===== src/serial_tx_pkg.sv =====
// Package for the serial port transmitter: register map, control fields, states.
// Assumes a 10 MHz system clock and the simple strobe register port.
package serial_tx_pkg;

  localparam int          ADDR_W          = 4;
  localparam int          DATA_W          = 16;
  localparam int          CHAR_W          = 9;
  localparam int          DIV_W           = 16;

  // Register word addresses
  localparam logic [3:0]  ADDR_CONTROL    = 4'h0;
  localparam logic [3:0]  ADDR_HOLDING    = 4'h1;
  localparam logic [3:0]  ADDR_DIVIDER    = 4'h2;
  localparam logic [3:0]  ADDR_STATUS     = 4'h3;

  // Control register fields
  localparam int          CTL_ENABLE      = 0;
  localparam int          CTL_TX_EN       = 1;
  localparam int          CTL_SYNC        = 2;
  localparam int          CTL_MASTER      = 3;
  localparam int          CTL_NINE        = 4;
  localparam int          CTL_NINTH       = 5;
  localparam int          CTL_POL         = 6;
  localparam int          CTL_SINGLE_RECEIVE_ENABLE        = 7;
  localparam int          CTL_CONTINUOUS_RECEIVE_ENABLE        = 8;
  localparam int          CTL_IRQ_EN      = 9;
  localparam int          CTL_GIE         = 10;
  localparam int          CTL_PERIPHERAL_IRQ_ENABLE        = 11;
  localparam int          CTL_W           = 12;

  // Status register fields
  localparam int          ST_EMPTY        = 0;
  localparam int          ST_READY        = 1;

  localparam logic [15:0] DIV_RESET       = 16'h0003;
  localparam logic [11:0] CTL_RESET       = 12'h000;
  localparam logic [3:0]  BIT_ONE         = 4'h1;
  localparam logic [3:0]  BITS_EIGHT      = 4'h8;
  localparam logic [3:0]  BITS_NINE       = 4'h9;

  typedef enum logic [3:0] {
    ST_IDLE  = 4'b0001,
    ST_START = 4'b0010,
    ST_DATA  = 4'b0100,
    ST_STOP  = 4'b1000
  } tx_state_e;

  typedef struct packed {
    logic [ADDR_W-1:0] addr;
    logic [DATA_W-1:0] wdata;
    logic              wr;
    logic              rd;
  } reg_req_s;

  typedef struct packed {
    logic              tx_out;
    logic              tx_oe_n;
    logic              data_out;
    logic              data_oe_n;
  } pin_out_s;

endpackage


===== src/serial_port_transmitter.sv =====
// Transmit side of the enhanced serial port: holding register, shift register,
// asynchronous framing and synchronous master clock generation.
// Assumes software writes registers through the strobe port on clk_sys.
//
// Functional notes
// - Shift-empty status reads one while shift register empty, clears on load until done.
// - Shift-empty status raises no interrupt; software polls it.
// - Shift register has no address; software cannot read or write it.
// - Nine-bit mode sends nine data bits; ninth bit is the top bit.
// - Holding write moves all nine bits into shift register together.
// - Set ninth bit marks the character as an address for receivers.
// - Polarity select inverts the asynchronous output.
// - Transmit enable starts transmitter and sets the ready flag.
// - Interrupt raised at once when all enables set and ready flag set.
// - Writing the holding register starts transmission of that character.
// - New character waits in holding register while shift register busy.
// - Synchronous characters have no start or stop bits.
// - Synchronous link is one data line and one master clock, half duplex.
// - Synchronous master drives clock pin, driver on whenever sync master configured and port enabled.
// - Exactly one clock cycle per data bit, no extra cycles.
// - Data change on leading edge, stay valid through trailing edge.
// - Polarity set idles clock high; cleared idles low.
// - Master transmit drives data pin; clock driver always on, data driver only while both receive enables clear.
// - Shifting starts right after transfer into the shift register.
//
// The address-and-strobe port and the register offsets are this design's own decisions.
`timescale 1ns/1ns

module serial_port_transmitter (
  // Clock and reset
  input  wire logic                           clk_sys,
  input  wire logic                           resetn,
  // Register port
  input  wire serial_tx_pkg::reg_req_s        reg_req,
  output logic [serial_tx_pkg::DATA_W-1:0]    reg_rdata,
  // Pins
  output serial_tx_pkg::pin_out_s             pins,
  // Interrupt request toward the core
  output logic                                tx_irq
);

  typedef struct packed {
    logic [serial_tx_pkg::CTL_W-1:0]  ctl;
    logic [serial_tx_pkg::DIV_W-1:0]  div;
    logic [serial_tx_pkg::CHAR_W-1:0] hold;
    logic                             hold_full;
    logic [serial_tx_pkg::CHAR_W-1:0] shift;
    logic [3:0]                       bits_left;
    serial_tx_pkg::tx_state_e         state;
    logic [serial_tx_pkg::DIV_W-1:0]  cnt;
    logic                             phase;
    logic                             line;
    logic                             clk_line;
    logic [serial_tx_pkg::DATA_W-1:0] rdata;
  } state_s;

  state_s st_reg;
  state_s st_next;

  logic sync_mode;
  logic port_on;
  logic tx_on;
  logic pol;
  logic nine;
  logic shift_empty;
  logic tick;

  assign sync_mode   = st_reg.ctl[serial_tx_pkg::CTL_SYNC];
  assign port_on     = st_reg.ctl[serial_tx_pkg::CTL_ENABLE];
  assign tx_on       = st_reg.ctl[serial_tx_pkg::CTL_TX_EN] & port_on;
  assign pol         = st_reg.ctl[serial_tx_pkg::CTL_POL];
  assign nine        = st_reg.ctl[serial_tx_pkg::CTL_NINE];
  assign shift_empty = (st_reg.state == serial_tx_pkg::ST_IDLE);
  assign tick        = (st_reg.cnt == '0);

  always_comb begin
    logic load;
    logic wr_hold;
    load    = 1'b0;
    wr_hold = 1'b0;
    st_next = st_reg;
    st_next.cnt = tick ? st_reg.div : st_reg.cnt - 1'b1;

    if (reg_req.wr) begin
      case (reg_req.addr)
        serial_tx_pkg::ADDR_CONTROL: st_next.ctl = reg_req.wdata[serial_tx_pkg::CTL_W-1:0];
        serial_tx_pkg::ADDR_DIVIDER: st_next.div = reg_req.wdata;
        serial_tx_pkg::ADDR_HOLDING: wr_hold = tx_on;
        default: ;
      endcase
    end
    // Ninth bit comes from the control field present at write time
    if (wr_hold) begin
      st_next.hold      = {st_next.ctl[serial_tx_pkg::CTL_NINTH], reg_req.wdata[7:0]};
      st_next.hold_full = 1'b1;
    end

    case (st_reg.state)
      serial_tx_pkg::ST_IDLE: begin
        st_next.phase = 1'b0;
        if (st_next.hold_full && tx_on) begin
          load = 1'b1;
        end
      end
      serial_tx_pkg::ST_START: begin
        if (tick) begin
          st_next.state = serial_tx_pkg::ST_DATA;
        end
      end
      serial_tx_pkg::ST_DATA: begin
        if (tick) begin
          if (sync_mode && !st_reg.phase) begin
            st_next.phase = 1'b1;  // Trailing half of the bit
          end else begin
            st_next.phase = 1'b0;
            st_next.shift = st_reg.shift >> 1;
            st_next.bits_left = st_reg.bits_left - 1'b1;
            if (st_reg.bits_left == serial_tx_pkg::BIT_ONE) begin
              // Sync mode skips the stop bit
              st_next.state = sync_mode ? serial_tx_pkg::ST_IDLE : serial_tx_pkg::ST_STOP;
            end
          end
        end
      end
      serial_tx_pkg::ST_STOP: begin
        if (tick) begin
          st_next.state = serial_tx_pkg::ST_IDLE;
        end
      end
      default: st_next.state = serial_tx_pkg::ST_IDLE;
    endcase

    if (load) begin
      st_next.shift     = st_next.hold;
      st_next.hold_full = 1'b0;
      st_next.bits_left = nine ? serial_tx_pkg::BITS_NINE : serial_tx_pkg::BITS_EIGHT;
      st_next.state     = sync_mode ? serial_tx_pkg::ST_DATA : serial_tx_pkg::ST_START;
      st_next.cnt       = st_reg.div;
      st_next.phase     = 1'b0;
    end
    if (!tx_on) begin
      st_next.state     = serial_tx_pkg::ST_IDLE;
      st_next.hold_full = 1'b0;
    end

    // Line levels; async idle high, start low, stop high
    case (st_next.state)
      serial_tx_pkg::ST_START: st_next.line = 1'b0;
      serial_tx_pkg::ST_DATA:  st_next.line = st_next.shift[0];
      default:                 st_next.line = 1'b1;
    endcase
    // Clock: leading edge at bit start, trailing mid-bit; idle level is polarity
    st_next.clk_line = pol ^ (st_next.state == serial_tx_pkg::ST_DATA && !st_next.phase);

    st_next.rdata = '0;
    if (reg_req.rd) begin
      case (reg_req.addr)
        serial_tx_pkg::ADDR_CONTROL: st_next.rdata = {4'h0, st_reg.ctl};
        serial_tx_pkg::ADDR_DIVIDER: st_next.rdata = st_reg.div;
        // Shift-empty bit is status only, no interrupt path
        serial_tx_pkg::ADDR_STATUS:  st_next.rdata = {14'h0000, !st_reg.hold_full & tx_on,
                                                      shift_empty};
        default:                     st_next.rdata = '0;
      endcase
    end
  end

  always_ff @(posedge clk_sys or negedge resetn) begin
    if (!resetn) begin
      st_reg           <= '0;
      st_reg.ctl       <= serial_tx_pkg::CTL_RESET;
      st_reg.div       <= serial_tx_pkg::DIV_RESET;
      st_reg.state     <= serial_tx_pkg::ST_IDLE;
      st_reg.line      <= 1'b1;
    end else begin
      st_reg <= st_next;
    end
  end

  logic ready_flag;
  logic master_sync;
  assign ready_flag  = tx_on & !st_reg.hold_full;
  assign master_sync = port_on & sync_mode & st_reg.ctl[serial_tx_pkg::CTL_MASTER];
  assign reg_rdata   = st_reg.rdata;
  // Interrupt level follows ready flag at once
  assign tx_irq      = ready_flag & st_reg.ctl[serial_tx_pkg::CTL_IRQ_EN]
                       & st_reg.ctl[serial_tx_pkg::CTL_GIE] & st_reg.ctl[serial_tx_pkg::CTL_PERIPHERAL_IRQ_ENABLE];

  always_comb begin
    pins.tx_out    = 1'b1;
    pins.tx_oe_n   = 1'b1;
    pins.data_out  = 1'b1;
    pins.data_oe_n = 1'b1;
    if (master_sync) begin
      pins.tx_out    = st_reg.clk_line;
      pins.tx_oe_n   = 1'b0;
      pins.data_out  = st_reg.line;
      // Data pin driven only when not receiving, half duplex
      pins.data_oe_n = st_reg.ctl[serial_tx_pkg::CTL_SINGLE_RECEIVE_ENABLE] | st_reg.ctl[serial_tx_pkg::CTL_CONTINUOUS_RECEIVE_ENABLE];
    end else if (port_on && !sync_mode) begin
      pins.tx_out  = st_reg.line ^ pol;
      pins.tx_oe_n = 1'b0;
    end
  end

  // Assertions
  property p_empty_clears;
    @(posedge clk_sys) disable iff (!resetn)
      (shift_empty && st_next.state != serial_tx_pkg::ST_IDLE) |=> !shift_empty;
  endproperty
  a_empty_clears: assert property (p_empty_clears) else $error("empty not cleared");

  property p_irq_ready;
    @(posedge clk_sys) disable iff (!resetn)
      tx_irq |-> ready_flag;
  endproperty
  a_irq_ready: assert property (p_irq_ready) else $error("irq without ready");

  property p_load_bits;
    @(posedge clk_sys) disable iff (!resetn)
      (shift_empty && st_reg.hold_full && tx_on) |=>
        st_reg.bits_left == (nine ? serial_tx_pkg::BITS_NINE : serial_tx_pkg::BITS_EIGHT);
  endproperty
  a_load_bits: assert property (p_load_bits) else $error("bit count wrong");

  property p_wait_busy;
    @(posedge clk_sys) disable iff (!resetn)
      (!shift_empty && st_reg.hold_full && tx_on && !tick) |=> st_reg.hold_full;
  endproperty
  a_wait_busy: assert property (p_wait_busy) else $error("holding lost");

  property p_start_low;
    @(posedge clk_sys) disable iff (!resetn)
      (st_reg.state == serial_tx_pkg::ST_START) |-> !st_reg.line;
  endproperty
  a_start_low: assert property (p_start_low) else $error("start not low");

  property p_no_sync_start;
    @(posedge clk_sys) disable iff (!resetn)
      (sync_mode && $past(sync_mode)) |-> st_reg.state != serial_tx_pkg::ST_START;
  endproperty
  a_no_sync_start: assert property (p_no_sync_start) else $error("sync framing");

  property p_clk_idle;
    @(posedge clk_sys) disable iff (!resetn)
      (master_sync && shift_empty && $stable(pol)) |-> pins.tx_out == pol;
  endproperty
  a_clk_idle: assert property (p_clk_idle) else $error("clock idle wrong");

  property p_clk_driven;
    @(posedge clk_sys) disable iff (!resetn)
      master_sync |-> !pins.tx_oe_n;
  endproperty
  a_clk_driven: assert property (p_clk_driven) else $error("clock not driven");

  property p_data_stable;
    @(posedge clk_sys) disable iff (!resetn)
      (st_reg.state == serial_tx_pkg::ST_DATA && st_reg.phase) |-> $stable(st_reg.line);
  endproperty
  a_data_stable: assert property (p_data_stable) else $error("data moved");

  // Register side checks
  property p_empty_status;
    @(posedge clk_sys) disable iff (!resetn)
      (reg_req.rd && reg_req.addr == serial_tx_pkg::ADDR_STATUS) |=>
        reg_rdata[serial_tx_pkg::ST_EMPTY] == $past(shift_empty);
  endproperty
  a_empty_status: assert property (p_empty_status) else $error("status empty bit");

  property p_empty_holds;
    @(posedge clk_sys) disable iff (!resetn)
      (!shift_empty && tx_on && !tick) |=> !shift_empty;
  endproperty
  a_empty_holds: assert property (p_empty_holds) else $error("empty set early");

  property p_shift_hidden;
    @(posedge clk_sys) disable iff (!resetn)
      (reg_req.rd && reg_req.addr == serial_tx_pkg::ADDR_HOLDING) |=> reg_rdata == '0;
  endproperty
  a_shift_hidden: assert property (p_shift_hidden) else $error("shift data visible");

  property p_ninth_bit;
    @(posedge clk_sys) disable iff (!resetn)
      (reg_req.wr && reg_req.addr == serial_tx_pkg::ADDR_HOLDING && tx_on) |=>
        st_reg.hold[serial_tx_pkg::CHAR_W-1] == st_reg.ctl[serial_tx_pkg::CTL_NINTH];
  endproperty
  a_ninth_bit: assert property (p_ninth_bit) else $error("ninth bit lost");

  property p_hold_write;
    @(posedge clk_sys) disable iff (!resetn)
      (reg_req.wr && reg_req.addr == serial_tx_pkg::ADDR_HOLDING && tx_on) |=>
        (st_reg.hold_full || !shift_empty);
  endproperty
  a_hold_write: assert property (p_hold_write) else $error("write not taken");

  property p_ready_on_enable;
    @(posedge clk_sys) disable iff (!resetn)
      (reg_req.wr && reg_req.addr == serial_tx_pkg::ADDR_CONTROL && !st_reg.hold_full
       && reg_req.wdata[serial_tx_pkg::CTL_TX_EN] && reg_req.wdata[serial_tx_pkg::CTL_ENABLE])
        |=> ready_flag;
  endproperty
  a_ready_on_enable: assert property (p_ready_on_enable) else $error("ready not set");

  property p_irq_at_once;
    @(posedge clk_sys) disable iff (!resetn)
      (ready_flag && st_reg.ctl[serial_tx_pkg::CTL_IRQ_EN] && st_reg.ctl[serial_tx_pkg::CTL_GIE]
       && st_reg.ctl[serial_tx_pkg::CTL_PERIPHERAL_IRQ_ENABLE]) |-> tx_irq;
  endproperty
  a_irq_at_once: assert property (p_irq_at_once) else $error("irq late");

  // Shift register checks
  property p_load_shift;
    @(posedge clk_sys) disable iff (!resetn)
      (shift_empty && st_next.state != serial_tx_pkg::ST_IDLE) |=>
        st_reg.shift == $past(st_next.hold);
  endproperty
  a_load_shift: assert property (p_load_shift) else $error("load mismatch");

  property p_line_bit0;
    @(posedge clk_sys) disable iff (!resetn)
      (shift_empty && st_next.state == serial_tx_pkg::ST_DATA) |=>
        st_reg.line == st_reg.shift[0];
  endproperty
  a_line_bit0: assert property (p_line_bit0) else $error("first bit wrong");

  property p_bits_bound;
    @(posedge clk_sys) disable iff (!resetn)
      (st_reg.state == serial_tx_pkg::ST_DATA) |->
        (st_reg.bits_left != '0 && st_reg.bits_left <= serial_tx_pkg::BITS_NINE);
  endproperty
  a_bits_bound: assert property (p_bits_bound) else $error("bit count range");

  // Asynchronous line checks
  property p_async_idle;
    @(posedge clk_sys) disable iff (!resetn)
      (port_on && !sync_mode && shift_empty) |-> pins.tx_out == !pol;
  endproperty
  a_async_idle: assert property (p_async_idle) else $error("idle level wrong");

  property p_stop_high;
    @(posedge clk_sys) disable iff (!resetn)
      (st_reg.state == serial_tx_pkg::ST_STOP) |-> st_reg.line;
  endproperty
  a_stop_high: assert property (p_stop_high) else $error("stop not high");

  property p_async_invert;
    @(posedge clk_sys) disable iff (!resetn)
      (port_on && !sync_mode) |-> pins.tx_out == (st_reg.line ^ pol);
  endproperty
  a_async_invert: assert property (p_async_invert) else $error("inversion wrong");

  // Synchronous link checks
  property p_sync_no_stop;
    @(posedge clk_sys) disable iff (!resetn)
      (sync_mode && $past(sync_mode)) |-> st_reg.state != serial_tx_pkg::ST_STOP;
  endproperty
  a_sync_no_stop: assert property (p_sync_no_stop) else $error("sync stop bit");

  // Clock register lags the polarity bit by one cycle, hence the two-deep check
  property p_clk_quiet;
    @(posedge clk_sys) disable iff (!resetn)
      (master_sync && $past(master_sync) && shift_empty && $past(shift_empty)
       && $stable(pol) && $past(pol, 2) == pol) |-> $stable(pins.tx_out);
  endproperty
  a_clk_quiet: assert property (p_clk_quiet) else $error("extra clock edge");

  property p_data_leading;
    @(posedge clk_sys) disable iff (!resetn)
      (master_sync && st_reg.state == serial_tx_pkg::ST_DATA && $changed(st_reg.line)
       && $stable(pol)) |-> st_reg.clk_line != pol;
  endproperty
  a_data_leading: assert property (p_data_leading) else $error("data off leading");

  property p_data_pin;
    @(posedge clk_sys) disable iff (!resetn)
      (master_sync && !st_reg.ctl[serial_tx_pkg::CTL_SINGLE_RECEIVE_ENABLE] && !st_reg.ctl[serial_tx_pkg::CTL_CONTINUOUS_RECEIVE_ENABLE])
        |-> (!pins.data_oe_n && pins.data_out == st_reg.line);
  endproperty
  a_data_pin: assert property (p_data_pin) else $error("data pin idle");

  c_async_char: cover property (@(posedge clk_sys) st_reg.state == serial_tx_pkg::ST_STOP);
  c_nine_char:  cover property (@(posedge clk_sys) nine && st_reg.bits_left == serial_tx_pkg::BITS_NINE);
  c_inverted:   cover property (@(posedge clk_sys) port_on && !sync_mode && pol && !shift_empty);
  c_sync_char:  cover property (@(posedge clk_sys) master_sync && !shift_empty);
  c_queued:     cover property (@(posedge clk_sys) !shift_empty && st_reg.hold_full);

endmodule // serial_port_transmitter


===== config.mk =====
export PLATFORM = sky130hd
export DESIGN_NAME = serial_port_transmitter
export DESIGN_NICKNAME = d
export VERILOG_FILES = /design/src/serial_tx_pkg.sv /design/src/serial_port_transmitter.sv
export SDC_FILE = /design/constraint.sdc
export NUM_CORES = 1
export LEC_CHECK = 0
export BUFFER_PORTS_ARGS = -buffer_cell sky130_fd_sc_hd__buf_2
export CORE_MARGIN = 10
export CORE_UTILIZATION = 45
export CTS_CLUSTER_DIAMETER = 50
export CTS_CLUSTER_SIZE = 24
export DETAILED_ROUTE_END_ITERATION = 6
export GPL_ROUTABILITY_DRIVEN = 0
export PLACE_DENSITY_LB_ADDON = 0.08
export SLEW_MARGIN = 20
export SYNTH_ARGS = -nofsm -noshare
export SYNTH_HDL_FRONTEND = slang
export SYNTH_SLANG_ARGS = --single-unit

===== constraint.sdc =====
create_clock -name clk_sys -period 4 [get_ports clk_sys]
set_clock_uncertainty 0.2 [all_clocks]
set_input_delay 0.4 -clock clk_sys [delete_from_list [all_inputs] [get_ports clk_sys]]
set_output_delay 0.4 -clock clk_sys [all_outputs]
set_load 0.03 [all_outputs]

## Word-level counts from Yosys, hierarchy flattened

Index checks and enable logic that the tools add are counted.

| word-level totals | value |
|---|---|
| output and inout port bits | 21 |
| logic and storage cells | 83 |
| flip-flop bits (word level) | 90 |
| input port bits | 24 |

| cells by class | value |
|---|---|
| bitwise operators | 10 |
| eq/ne operators | 11 |
| mux-type cells | 31 |
| add/subtract/negate cells | 2 |
| reductions and logical operators | 15 |

Operators by type and width:

| kind | count |
|---|---|
| $mux W16 | 3 |
| $pmux W16 S3 | 1 |
| $mux W35 | 1 |
| $mux W17 | 2 |
| $mux W22 | 1 |
| $mux W4 | 5 |
| $eq A4 B2 Y1 const B | 4 |
| $logic_not A16 Y1 | 1 |
| $pmux W4 S4 | 1 |
| $sub A16 B1 Y16 const B | 1 |
| $mux W13 | 1 |
| $eq A4 B1 Y1 const B | 3 |
| $mux W10 | 1 |
| $eq A4 B3 Y1 const B | 2 |
| $mux W1 | 8 |
| $and A1 B1 Y1 | 7 |
| $mux W2 | 3 |
| $mux W6 | 1 |
| $eq A4 B4 Y1 const B | 1 |
| $logic_and A1 B1 Y1 | 4 |
| $logic_not A1 Y1 | 4 |
| $logic_not A4 Y1 | 1 |
| $pmux W1 S2 | 2 |
| $reduce_and A2 Y1 | 2 |
| other kinds (7) | 9 |

## Depth between registers and ports, before layout

| logic depth | value |
|---|---|
| depth in word-level cells | 12 |
| depth in mapped cells | 8 |
| mapped depth without buffers | 8 |

## Least setup slack after synthesis

Ideal clock, no wire load.

| timing | value |
|---|---|
| path type | register to register |
| start | reg st_reg[19] (netlist name) |
| end | reg st_reg[16] (netlist name) |
| stages on the path, launching flop included | 9 |
| path buffers | 0 |
| data arrival time | 2.430 ns |
| library setup time | 0.128 ns |
| path slack | 1.242 ns |
| required time | 3.672 ns |
| clock period less this slack | 2.758 ns |
| cells stage by stage | dfrtp_1 -> inv_1 -> ha_1 -> or4b_2 -> or4_4 -> o31a_1 -> a211oi_2 -> nor3b_2 -> xor2_1 |

RTL lines:

| item | line | RTL |
|---|---|---|
| start: declaration | serial_port_transmitter.sv:57 | `state_s st_reg;` |
| start signal: assignment | serial_port_transmitter.sv:176 | `st_reg <= st_next;` |

==> results list <==
- The routed design could run at a clock period as short as 2990 ps.
* Area share of the leading cell type in the synthesized netlist: 52.2%
* Critical path peak fanout: 5
* Antenna cell count: 0
* Fraction of final layout cells with drive strength greater than 1: 29.3%
- After detailed routing, the number of vias per cell comes to 5.39.
- The initial antenna violation count came to 0.
- Area contributors post-synth: dfrtp_1 (52%), mux2_2 (10%), nor2_1 (3.8%)
* Clk buf depth: 2
* Count of TritonRoute iterations in the first routing pass: 4
- Derived from the worst setup path, the maximum achievable clock frequency is 334 MHz.
- The largest single stage delay on the critical path is 690 ps.
- Register bit total from synthesis: 90
* Arrival time at the worst endpoint: 3020 ps
- The synthesized design spends more area on one cell type than any other, namely dfrtp_1.
- CTS Buf Count: 9
- Number of vias after detailed routing: 2769
- After routing, the total negative slack on setup checks comes to 0 ps.
- The min-delay analysis places its worst path in the category primary input to asynchronous set/reset pin.
- In the routed design, unresolved DRC markers number 0.
- Synthesis produced a netlist with a net count of 396.
- Number of buffers added for setup after CTS: 0
- The setup path with the least slack is of type flip-flop to flip-flop.
- The H-tree generated during clock tree synthesis spans 3 levels.
- Across the VDD grid, the largest voltage drop is 221 uV.
* DPL Wire Length: 6790 um
* Setup repair after global routing missed its margin: no
- Hold-fix buffer count after cts: 0
- Synthesis produced 369 cells.
- The tightest hold path in the finished design has a slack of 1.17 ps.
* Synth cell count leaders: dfrtp_1 (86), nor2_1 (42), mux2_2 (38)
- The signal on the critical path passes through inv_1, ha_1, or4b_2, or4_4, o31a_1, a211oi_2, nor3b_2, xor2_1.
* Number of pins with negative max-slew slack in the final report: 0
- STA classifies the critical path endpoint as a flip-flop.
- Slew at the pin with the worst max-slew slack: 979 ps
* Maximum number of pins on one net before global-route repair: 78
- The layout has 824 filler cells.
- The floorplan step defined a core boundary enclosing 8810 um2.
- During placement, the flow inserted port buffers numbering 44.
* Top Family by Delay on Critical Path: simple AND/OR/NAND/NOR gates
* Average routed wire per standard cell: 18.2 um
* Total die area: 13400 um2
- For this run, the total global-route usage over all layers was measured as 14.8%.
- Core Rows: 34
- Once the floorplan was initialized, standard cells occupied 46.8% of the core.
- In this run the power density over the cells is 508 nW/um2.
* Height of the die: 116 um
- In this run the static leakage power is 2.09 nW.
* Detailed Route WL: 9350 um
- Number of global-route vias before repair: 2968
* Critical path required time: 4030 ps
* Relative area change from synthesis to final layout: 10.5%
* Worst-Skew Late Latency: 350 ps
- TritonCTS Sinks: 90
- In the finished design, the share of the clock period the worst path needs comes to 74.8%.
* Post-synth EDFFs: 0
* Post-CTS sizing: 0
* Syn Std Cell Area: 4120 um2
- Worst-path clk slew: 90 ps
- Source of the worst register-to-register timing path: st_reg[19]
- Count leader, synth: dfrtp_1
* Outcome: completed
* Final setup viols: 0
* Root buffer cell: clkbuf_8
- Number of max-cap violations: 0
* Critical Path Start Type: flip-flop
- Tot Pwr: 2.31 mW
- In this run, the number of DRC markers left after iteration 0 of detailed routing was 96.
* Total I/O pin count: 45
* Cell with the largest stage delay on the worst path: or4b_2
- The floorplan step set the die width to 116 um.
- Tracing the worst setup path back leads to its startpoint at st_reg[19].
- The most used flip-flop cell after synthesis is dfrtp_1.
- Warnings from Yosys: 0
* Max FFs per register: 71
- Count of nets after finishing: 428
* Yosys cell types: 47
* Total overflow reported by the global router: 0
- The count of nets left with antenna violations once routing finished came out at 0.
* Buffers and inverters on the worst path: 1
- Async SR Flop Fraction: 100%
- Fin. Hold Viols: 0
* Wire length of the first global-routing pass: 15500 um
* Share of synthesized area occupied by flip-flops and latches: 54.8%
- Worst rel slew slack: 34.7%
- Syn Area/Cell: 11.2 um2
- CTS tree: yes
==> placed cells by master, fill, tap and decap left out, types with 7 or more instances in the layout <==
master    netlist  final
mux2i_1        11     11
buf_2           0     43
dfrtp_1        86     86
clkbuf_8        0      9
nor2_1         42     42
o21ai_0        19     19
mux2_2         38     38
xor2_1          8      8
o22ai_1        11     11
xnor2_1        10     10
nand2_1        34     34
inv_1           7      7
==> stage by stage <==
stage | cells | cell area [um2] | setup WS (ps) | util [%]
4_1_cts | 514 | 4550 | 1030 | 51.7
6_report | 514 | 4550 | 1010 | 51.7
2_1_floorplan | 369 | 4120 | 1240 | -
3_3_place_gp | 498 | 4350 | 1070 | 49.3
5_1_grt | 514 | 4550 | 815 | 51.7
3_5_place_dp | 498 | 4350 | 1060 | 49.3
==> kinds of logic (layout without fill, tap and decap cells) <==
logic type / count (synthesis) / count (layout) / synth area share [%]
simple gates: 127 / 127 / 15.6
flops: 90 / 90 / 54.8
mux: 49 / 49 / 13.1
compound gates: 48 / 48 / 7.20
buf+inv: 34 / 71 / 4.56
xor+xnor: 18 / 18 / 3.83
fa+ha+maj: 3 / 3 / 0.911
==> worst paths after layout <==
path,depth (start not counted),slack [ps],endpoint
worst min register to register,1,300,st_reg[55]
min in group clk_sys,2,80,st_reg[75]
max in group asynchronous,2,2810,st_reg[81]
worst max-delay path,8,1010,st_reg[16]
worst max register to register,8,1010,st_reg[16]
worst min-delay path,1,1,reg_rdata[15]
==> area by class of cell <==
type	count	area, um2	share of cell area [%]
clock buffer	10	128	2.80
timing repair buffer	48	253	5.55
multi-input combinational	245	1670	36.8
clock inverter	6	78.8	1.73
inverter	7	26.3	0.577
sequential	90	2260	49.6
tap	108	135	2.97
==> worst reg2reg max path, cell delays in order (launching register included) <==
cell and delay [ps]:
dfrtp_1 430, inv_1 70, ha_1 210, or4b_2 690, or4_4 480, o31a_1 310, a211oi_2 260, nor3b_2 90
xor2_1 140
==> report_power, final <==
group / switching (mW) / total (mW) / internal [mW]
registers: 0.159 / 1.25 / 1.09
logic: 0.216 / 0.423 / 0.207
clock network: 0.344 / 0.641 / 0.297
total: 0.720 / 2.31 / 1.59
==> metal layers <==
| layer | wire length [um] | part of all wire [%] | up-vias | GRT usage, % |
|---|---|---|---|---|
| met3 | 373 | 4.0 | 6 | 3.88 |
| met4 | 66 | 0.71 | 0 | 4.25 |
| met5 | 0 | 0 | - | 0 |
| met2 | 4540 | 49 | 44 | 24.4 |
| li1 | - | - | 1334 | - |
| met1 | 4370 | 47 | 1385 | 18.8 |
Note: power is estimated with default switching activity, not from simulation.
